--- config.mk ---
export PLATFORM = sky130hd
export DESIGN_NAME = prox_light_i2c_slave
export DESIGN_NICKNAME = d
export VERILOG_FILES = /design/src/include/prox_light_pkg.sv /design/src/core/prox_light_i2c_slave.sv /design/src/core/threshold_window.sv
export SDC_FILE = /design/constraint.sdc
export NUM_CORES = 1
export LEC_CHECK = 0
export BUFFER_PORTS_ARGS = -buffer_cell sky130_fd_sc_hd__buf_2
export CAP_MARGIN = 20
export CORE_AREA = 5 5 111 217
export CTS_BUF_LIST = sky130_fd_sc_hd__clkbuf_8 sky130_fd_sc_hd__clkbuf_16
export CTS_CLUSTER_DIAMETER = 30
export DETAILED_ROUTE_END_ITERATION = 12
export DIE_AREA = 0 0 116 222
export GPL_ROUTABILITY_DRIVEN = 0
export PLACE_DENSITY = 0.6
export SYNTH_ARGS = -nofsm -noshare
export SYNTH_HDL_FRONTEND = slang
export SYNTH_SLANG_ARGS = --single-unit
export TNS_END_PERCENT = 30
--- constraint.sdc ---
create_clock -name sys_clk -period 7.29 [get_ports sys_clk]
set_clock_uncertainty 0.2 [all_clocks]
set_input_delay 0 -clock sys_clk [delete_from_list [all_inputs] [get_ports sys_clk]]
set_output_delay 0 -clock sys_clk [all_outputs]
set_load 0.02 [all_outputs]
--- src/include/prox_light_pkg.sv ---
// Shared constants and types for the proximity and light sensor register front end
package prox_light_pkg;

	// Bus address and pointer walk
	localparam logic [6:0] SLAVE_ADDR    = 7'h38;
	localparam logic [7:0] PTR_FIRST     = 8'h40;
	localparam logic [7:0] PTR_LAST      = 8'h54;
	localparam logic [7:0] PTR_RESET     = 8'h40;
	localparam logic [2:0] PTR_TOP_BLOCK = 3'h2;

	// Register offsets
	localparam logic [7:0] OFF_PROX_RESULT_LO  = 8'h44;
	localparam logic [7:0] OFF_PROX_RESULT_HI  = 8'h45;
	localparam logic [7:0] OFF_LIGHT_RESULT_LO = 8'h46;
	localparam logic [7:0] OFF_LIGHT_RESULT_HI = 8'h47;
	localparam logic [7:0] OFF_PROX_HIGH_LO    = 8'h4B;
	localparam logic [7:0] OFF_PROX_HIGH_HI    = 8'h4C;
	localparam logic [7:0] OFF_PROX_LOW_LO     = 8'h4D;
	localparam logic [7:0] OFF_PROX_LOW_HI     = 8'h4E;
	localparam logic [7:0] OFF_LIGHT_HIGH_LO   = 8'h4F;
	localparam logic [7:0] OFF_LIGHT_HIGH_HI   = 8'h50;
	localparam logic [7:0] OFF_LIGHT_LOW_LO    = 8'h51;
	localparam logic [7:0] OFF_LIGHT_LOW_HI    = 8'h52;
	localparam logic [7:0] OFF_OFFSET_LO       = 8'h53;
	localparam logic [7:0] OFF_OFFSET_HI       = 8'h54;
	localparam logic [7:0] OFF_MAKER_ID        = 8'h92;

	// Writable bank runs from the first threshold byte to the offset high bits
	localparam int REG_COUNT     = 10;
	localparam int I_PROX_HIGH   = int'(OFF_PROX_HIGH_LO - OFF_PROX_HIGH_LO);
	localparam int I_PROX_LOW    = int'(OFF_PROX_LOW_LO - OFF_PROX_HIGH_LO);
	localparam int I_LIGHT_HIGH  = int'(OFF_LIGHT_HIGH_LO - OFF_PROX_HIGH_LO);
	localparam int I_LIGHT_LOW   = int'(OFF_LIGHT_LOW_LO - OFF_PROX_HIGH_LO);
	localparam int I_OFFSET      = int'(OFF_OFFSET_LO - OFF_PROX_HIGH_LO);

	// Reset values and writable-bit masks, entry 0 is the lowest offset
	localparam logic [9:0][7:0] REG_RESET = {8'h00, 8'h00, 8'h00, 8'h00, 8'hFF,
		8'hFF, 8'h00, 8'h00, 8'h0F, 8'hFF};
	localparam logic [9:0][7:0] REG_MASK  = {8'h03, 8'hFF, 8'hFF, 8'hFF, 8'hFF,
		8'hFF, 8'h0F, 8'hFF, 8'h0F, 8'hFF};

	// Proximity interrupt modes
	localparam logic [1:0] MODE_HIGH_ONLY  = 2'h0;
	localparam logic [1:0] MODE_HYSTERESIS = 2'h1;
	localparam logic [1:0] MODE_OUTSIDE    = 2'h2;

	// Bit counting
	localparam logic [3:0] BYTE_BITS = 4'h8;
	localparam logic [3:0] LAST_BIT  = 4'h7;

	typedef enum logic [2:0] {
		BUS_IDLE,
		BUS_ADDR,
		BUS_ADDR_ACK,
		BUS_WR_BYTE,
		BUS_WR_ACK,
		BUS_RD_BYTE,
		BUS_RD_ACK
	} bus_state_t;

	// Results handed in by the measurement engine
	typedef struct packed {
		logic [11:0] raw_prox;
		logic [15:0] visible;
		logic        done;
	} meas_t;

	typedef struct packed {
		bus_state_t      st;
		logic [3:0]      bitcnt;
		logic [7:0]      shift;
		logic [7:0]      tx;
		logic [7:0]      ptr;
		logic            rw;
		logic            first;
		logic            nack;
		logic            drive;
		logic            scl_q;
		logic            sda_q;
		logic [9:0][7:0] regs;
		logic [11:0]     prox_result;
		logic            prox_int;
		logic            light_int;
	} core_t;

endpackage

--- src/core/prox_light_i2c_slave.sv ---
// Bus slave framing, threshold/offset registers and threshold interrupts of the sensor
`timescale 1ns/1ps
// Operation
// - Two 12-bit proximity thresholds, high nibble zero
// - Two 16-bit light thresholds, high resets ones
// - 10-bit proximity offset, upper six bits ignored
// - Reported proximity equals raw minus offset, zero when offset exceeds raw
// - Read-only fixed maker identification byte
// - Answer only slave address 0111000
// - First write byte is acknowledged register pointer
// - Pointer-only write just moves the pointer
// - Store each data byte aimed at 4Bh-54h, acknowledge, advance
// - Write pointer wraps from 54h to 40h
// - Read returns successive bytes until NACK, stop
// - Read pointer wraps from 54h to 40h
// - Hysteresis mode: set above high, clear below low
// - Light interrupt when visible result outside range
module prox_light_i2c_slave
	import prox_light_pkg::*;
#(
	parameter logic [7:0] MAKER_ID = 8'h5A  // Arbitrary value
)
(
	// Clock and reset
	input  wire logic        sys_clk,
	input  wire logic        nrst,
	// Bus pins
	input  wire logic        scl_in,
	input  wire logic        sda_in,
	output logic             sda_out,
	output logic             sda_oe_n,
	// Measurement engine
	input  wire meas_t       meas,
	input  wire logic [1:0]  prox_int_mode,
	// Results
	output logic [11:0]      prox_result,
	output logic             prox_interrupt,
	output logic             light_interrupt
);

	core_t       q;
	core_t       next_q;
	logic [11:0] prox_high;
	logic [11:0] prox_low;
	logic [15:0] light_high;
	logic [15:0] light_low;
	logic [11:0] prox_offset;
	logic [11:0] prox_diff;
	logic        prox_above;
	logic        prox_below;
	logic        prox_outside;
	logic        light_outside;

	// Threshold and offset views of the register bank
	assign prox_high   = {q.regs[I_PROX_HIGH + 1][3:0], q.regs[I_PROX_HIGH]};
	assign prox_low    = {q.regs[I_PROX_LOW + 1][3:0], q.regs[I_PROX_LOW]};
	assign light_high  = {q.regs[I_LIGHT_HIGH + 1], q.regs[I_LIGHT_HIGH]};
	assign light_low   = {q.regs[I_LIGHT_LOW + 1], q.regs[I_LIGHT_LOW]};
	assign prox_offset = {2'h0, q.regs[I_OFFSET + 1][1:0], q.regs[I_OFFSET]};

	// Offset larger than the raw count clamps to zero rather than wrapping
	assign prox_diff = (meas.raw_prox >= prox_offset) ? meas.raw_prox - prox_offset : 12'h000;

	threshold_window #(
		.WIDTH (12)
	) u_prox_window (
		.value   (prox_diff),
		.upper   (prox_high),
		.lower   (prox_low),
		.above   (prox_above),
		.below   (prox_below),
		.outside (prox_outside)
	);

	threshold_window #(
		.WIDTH (16)
	) u_light_window (
		.value   (meas.visible),
		.upper   (light_high),
		.lower   (light_low),
		.above   (),
		.below   (),
		.outside (light_outside)
	);

	// Outputs
	assign sda_out         = 1'b0;
	assign sda_oe_n        = ~q.drive;
	assign prox_result     = q.prox_result;
	assign prox_interrupt  = q.prox_int;
	assign light_interrupt = q.light_int;

	// Pointer step; the sensor block wraps, other addresses just count up
	function automatic logic [7:0] step_ptr(input logic [7:0] p);
		if (p == PTR_LAST)
		begin
			step_ptr = PTR_FIRST;
		end
		else
		begin
			step_ptr = p + 8'h01;
		end
	endfunction

	function automatic logic in_bank(input logic [7:0] p);
		in_bank = (p >= OFF_PROX_HIGH_LO) && (p <= OFF_OFFSET_HI);
	endfunction

	function automatic logic [3:0] bank_idx(input logic [7:0] p);
		logic [7:0] rel;
		rel      = p - OFF_PROX_HIGH_LO;
		bank_idx = rel[3:0];
	endfunction

	// Read view; unmapped offsets read as zero
	function automatic logic [7:0] read_byte(input core_t s, input logic [7:0] p);
		read_byte = 8'h00;
		if (in_bank(p))
		begin
			read_byte = s.regs[bank_idx(p)];
		end
		else
		begin
			case (p)
				OFF_PROX_RESULT_LO:  read_byte = s.prox_result[7:0];
				OFF_PROX_RESULT_HI:  read_byte = {4'h0, s.prox_result[11:8]};
				OFF_LIGHT_RESULT_LO: read_byte = meas.visible[7:0];
				OFF_LIGHT_RESULT_HI: read_byte = meas.visible[15:8];
				OFF_MAKER_ID:        read_byte = MAKER_ID;
				default:             read_byte = 8'h00;
			endcase
		end
	endfunction

	always_comb
	begin
		logic start_seen;
		logic stop_seen;
		logic scl_rise;
		logic scl_fall;
		logic [7:0] fetched;
		start_seen = 1'b0;
		stop_seen  = 1'b0;
		scl_rise   = 1'b0;
		scl_fall   = 1'b0;
		fetched    = 8'h00;
		next_q     = q;

		next_q.scl_q = scl_in;
		next_q.sda_q = sda_in;
		scl_rise     = scl_in & ~q.scl_q;
		scl_fall     = ~scl_in & q.scl_q;
		start_seen   = q.scl_q & scl_in & q.sda_q & ~sda_in;
		stop_seen    = q.scl_q & scl_in & ~q.sda_q & sda_in;

		// Result and interrupt tracking
		next_q.prox_result = prox_diff;
		if (meas.done)
		begin
			case (prox_int_mode)
				MODE_HIGH_ONLY:
				begin
					next_q.prox_int = prox_above;
				end
				MODE_HYSTERESIS:
				begin
					if (prox_above)
					begin
						next_q.prox_int = 1'b1;
					end
					else if (prox_below)
					begin
						next_q.prox_int = 1'b0;
					end
				end
				MODE_OUTSIDE:
				begin
					next_q.prox_int = prox_outside;
				end
				default:
				begin
					next_q.prox_int = q.prox_int;
				end
			endcase
			next_q.light_int = light_outside;
		end

		// Bus framing
		if (stop_seen)
		begin
			next_q.st    = BUS_IDLE;
			next_q.drive = 1'b0;
		end
		else if (start_seen)
		begin
			// Also a repeated start: pointer survives into the read
			next_q.st     = BUS_ADDR;
			next_q.bitcnt = 4'h0;
			next_q.drive  = 1'b0;
		end
		else
		begin
			case (q.st)
				BUS_IDLE:
				begin
					next_q.drive = 1'b0;
				end
				BUS_ADDR:
				begin
					if (scl_rise)
					begin
						next_q.shift  = {q.shift[6:0], sda_in};
						next_q.bitcnt = q.bitcnt + 4'h1;
					end
					else if (scl_fall && q.bitcnt == BYTE_BITS)
					begin
						if (q.shift[7:1] == SLAVE_ADDR)
						begin
							next_q.drive = 1'b1;
							next_q.rw    = q.shift[0];
							next_q.st    = BUS_ADDR_ACK;
						end
						else
						begin
							next_q.st = BUS_IDLE;
						end
					end
				end
				BUS_ADDR_ACK:
				begin
					if (scl_fall)
					begin
						next_q.bitcnt = 4'h0;
						if (q.rw)
						begin
							fetched      = read_byte(q, q.ptr);
							next_q.tx    = fetched;
							next_q.drive = ~fetched[7];
							next_q.st    = BUS_RD_BYTE;
						end
						else
						begin
							next_q.drive = 1'b0;
							next_q.first = 1'b1;
							next_q.st    = BUS_WR_BYTE;
						end
					end
				end
				BUS_WR_BYTE:
				begin
					if (scl_rise)
					begin
						next_q.shift  = {q.shift[6:0], sda_in};
						next_q.bitcnt = q.bitcnt + 4'h1;
					end
					else if (scl_fall && q.bitcnt == BYTE_BITS)
					begin
						next_q.drive = 1'b1;
						next_q.st    = BUS_WR_ACK;
						if (q.first)
						begin
							// A stop after this byte leaves only the pointer changed
							next_q.ptr = q.shift;
						end
						else
						begin
							if (in_bank(q.ptr))
							begin
								next_q.regs[bank_idx(q.ptr)] = q.shift & REG_MASK[bank_idx(q.ptr)];
							end
							next_q.ptr = step_ptr(q.ptr);
						end
					end
				end
				BUS_WR_ACK:
				begin
					if (scl_fall)
					begin
						next_q.drive  = 1'b0;
						next_q.first  = 1'b0;
						next_q.bitcnt = 4'h0;
						next_q.st     = BUS_WR_BYTE;
					end
				end
				BUS_RD_BYTE:
				begin
					if (scl_fall)
					begin
						if (q.bitcnt == LAST_BIT)
						begin
							next_q.drive = 1'b0;
							next_q.st    = BUS_RD_ACK;
						end
						else
						begin
							next_q.tx     = {q.tx[6:0], 1'b0};
							next_q.drive  = ~q.tx[6];
							next_q.bitcnt = q.bitcnt + 4'h1;
						end
					end
				end
				BUS_RD_ACK:
				begin
					if (scl_rise)
					begin
						next_q.nack = sda_in;
					end
					else if (scl_fall)
					begin
						next_q.ptr = step_ptr(q.ptr);
						if (q.nack)
						begin
							// Master ends the read; wait for its stop
							next_q.st = BUS_IDLE;
						end
						else
						begin
							fetched       = read_byte(q, step_ptr(q.ptr));
							next_q.tx     = fetched;
							next_q.drive  = ~fetched[7];
							next_q.bitcnt = 4'h0;
							next_q.st     = BUS_RD_BYTE;
						end
					end
				end
				default:
				begin
					next_q.st    = BUS_IDLE;
					next_q.drive = 1'b0;
				end
			endcase
		end
	end

	always_ff @(posedge sys_clk)
	begin
		if (!nrst)
		begin
			q.st          <= BUS_IDLE;
			q.bitcnt      <= 4'h0;
			q.shift       <= 8'h00;
			q.tx          <= 8'h00;
			q.ptr         <= PTR_RESET;
			q.rw          <= 1'b0;
			q.first       <= 1'b0;
			q.nack        <= 1'b0;
			q.drive       <= 1'b0;
			q.scl_q       <= 1'b1;
			q.sda_q       <= 1'b1;
			q.regs        <= REG_RESET;
			q.prox_result <= 12'h000;
			q.prox_int    <= 1'b0;
			q.light_int   <= 1'b0;
		end
		else
		begin
			q <= next_q;
		end
	end

endmodule

--- src/core/threshold_window.sv ---
// Compares one result against an upper and a lower threshold
`timescale 1ns/1ps
module threshold_window
#(
	parameter int WIDTH = 16
)
(
	// Operands
	input  wire logic [WIDTH-1:0] value,
	input  wire logic [WIDTH-1:0] upper,
	input  wire logic [WIDTH-1:0] lower,
	// Verdicts
	output logic                  above,
	output logic                  below,
	output logic                  outside
);

	// Strict compares: a result equal to a threshold stays inside
	assign above   = value > upper;
	assign below   = value < lower;
	assign outside = above | below;

endmodule

==> flow_metrics.tcl <==
set metrics [dict create \
    ir_worst_vdd_uv 170 \
    powerDensity_nw_per_um2 162 \
    cts_inserted_buffers 17 \
    die_w_um 116 \
    port_buffers 49 \
    slew_headroom 0.226 \
    cp_max_fo 17 \
    first_pass_iters 8 \
    drive_gt1_frac 0.122 \
    clk_latency_ps 450 \
    clock-sinks 130 \
    synth_edf_count 0 \
    grt_pass1_wl_mm 54.4 \
    ioPinCount 51 \
    synthMostInstantiatedCell "dfxtp_1" \
    synthFlopType "dfxtp_1" \
    wl_per_cell_um 24.2 \
    timing.hold.ws_ps 33.6 \
    setup_viol 0 \
    grt_antenna_before_repair 1 \
    drv_cap 0 \
    grt_pass1_vias 8966 \
    endpoint_kind "register" \
    synth_area_leaders "dfxtp_1, ha_1, mux2i_1" \
    synth_async_sr_flop_share 0 \
    num_rows 77 \
    core_um2 22200 \
    crit_arrival_ps 5090 \
    hold_path.class "primary input to register" \
    hold_violations 0 \
    cts_tree "built" \
    ant_nets 0 \
    drtIter0Drc 629 \
    tns_ps 0 \
    max_freq_mhz 202 \
    nets 1306 \
    cts-root-buf "clkbuf_16" \
    drv_slew 0 \
    grt.overflow.total 0 \
    ys_warn_count 0 \
    drc 0 \
    dp.final_hpwl_mm 27.7 \
    start_util 0.440 \
    period_minus_slack_ps 4950 \
    critical_path_required_ps 7430 \
    synth_commonest_cells "dfxtp_1, nor2_1, nand2_1" \
    setup.worst_path.class "register to register" \
    final_util 0.487 \
    fp.dieH_um 222 \
    final.period_utilization 0.680 \
    n_antenna_cell 0 \
    drt-vias-per-instance 6.19 \
    htreeDepth 4 \
    syn_area_um2 9740 \
    fillers 2188 \
    start_kind "register" \
    grt_usage 0.284 \
    synth_top_area_share 0.267 \
    synth_fp_nets 1285 \
    num_vias 9205 \
    post_cts_buffers 0 \
    clk_path_buf_depth 2 \
    synth_area_per_cell_um2 8.27 \
    worst-slew-pin-transition_ps 1160 \
    wl_mm 36.0 \
    synth_top_cell_by_area "dfxtp_1" \
    die-area_um2 25800 \
    ys_seq_area_frac 0.267 \
    cts_hold_buf 21 \
    synthCells 1178 \
    grt_max_degree 84 \
    run_status "complete, no violations" \
    clk_pin_slew_worst_paths_ps 60 \
    syn_to_final_growth_pct 10.6 \
    p_leak_nw 4.81 \
    synth.ff_latch_count 130 \
    post_cts_resized 0 \
    synth.distinct_cells 95 \
    grt_setup_unrepaired "false" \
]
-- cells by family (layout without fill, tap and decap cells) --
family,count (synthesis),in the layout,synth area share
adders and majority gates,72,72,0.0932
AOI/OAI and AO/OA,293,293,0.215
other,1,1,0.000385
and+or+nand+nor,395,395,0.198
DFF,130,130,0.267
buffers and inverters,162,195,0.0769
muxes,106,106,0.130
xor gates and xnor gates,19,19,0.0198
-- routing by layer --
metal,track usage,wire (µm),share of wire
met1,0.299,12600,0.35
met2,0.474,17500,0.49
met3,0.0508,2090,0.058
met4,0.244,3840,0.11
met5,0,11,0.00031
-- where the power goes --
part	switching (W)	total [W]	internal, W
clock	0.000328	0.000841	0.000513
sequential	0.0000120	0.000731	0.000719
combinational	0.000105	0.000171	0.0000660
total	0.000445	0.00174	0.00130
-- path summary, 6_finish.rpt --
| kind | start | slack (ps) | cells after the start | endpoint |
|---|---|---|---|---|
| min reg2reg | light_low[1] | 270 | 2 | light_low[1] |
| min | meas[8] | 30 | 6 | q[96] |
| max reg2reg | prox_offset[0] | 2340 | 17 | prox_interrupt |
| max | prox_offset[0] | 2340 | 17 | prox_interrupt |
-- cell usage in the layout, fill, tap and decap left out, types with 6 or more instances in the layout --
master | netlist | routed
xor2_1 | 9 | 9
a31oi_1 | 7 | 7
dfxtp_1 | 130 | 129
buf_4 | 22 | 13
a222oi_1 | 10 | 10
a22oi_1 | 8 | 8
nor2_1 | 116 | 116
inv_1 | 79 | 80
nor3b_1 | 6 | 6
o21a_1 | 6 | 6
nand4_1 | 14 | 14
clkbuf_16 | 0 | 17
nand3_1 | 40 | 40
mux4_2 | 16 | 16
a21o_1 | 11 | 11
or2_2 | 6 | 6
o211ai_1 | 37 | 37
mux2i_1 | 88 | 88
dlygate4sd3_1 | 0 | 21
o31ai_1 | 9 | 9
ha_1 | 71 | 70
nand2b_1 | 15 | 15
a211oi_1 | 27 | 27
o21ai_0 | 44 | 44
and2_1 | 6 | 6
a21oi_1 | 64 | 64
nor2b_1 | 19 | 19
nand2_1 | 113 | 113
buf_2 | 17 | 49
xnor2_1 | 8 | 8
nor3_1 | 20 | 20
-- stage by stage --
step / setup slack (ps) / instances / area (µm²) / power (W)
2_1_floorplan: 3280 / 1178 / 9740 / 0.000850
3_3_place_gp: 2930 / 1432 / 9970 / 0.000904
3_5_place_dp: 2940 / 1434 / 9990 / 0.000906
4_1_cts: 2360 / 1486 / 10800 / 0.00176
5_1_grt: 2000 / 1487 / 10800 / 0.00180
6_report: 2340 / 1487 / 10800 / 0.00174
-- cell type report --
type                       count  area [µm²]  area share
multi-input combinational    886        6390       0.593
sequential                   130        2600       0.242
clock buffer                  19         453      0.0420
tap                          276         345      0.0320
timing repair buffer          85         572      0.0530
inverter                      79         297      0.0275
clock inverter                12         116      0.0108
-- worst max-delay path: stages, from the launching register on --
cell           delay (ps)
dfxtp_1               360
ha_1                  230
fa_1                  420
nand2b_1              180
a211oi_1              360
o31a_1                280
a21oi_1                90
buf_4                 220
nor2_1                210
ha_1                  280
a211oi_1              240
o21ai_0               120
a21oi_1               180
or4b_1                480
nand2_1               100
mux2i_1               180
a311oi_1              100
dlygate4sd3_1         600
-- registers in the layout, summed over array words and instances, names as in the netlist --
register,flops
light_high,16
light_interrupt,1
light_low,16
prox_high,12
prox_interrupt,1
prox_low,12
prox_offset,10
prox_result,12
q,50
No activity file was read; power rests on OpenSTA's default activity.
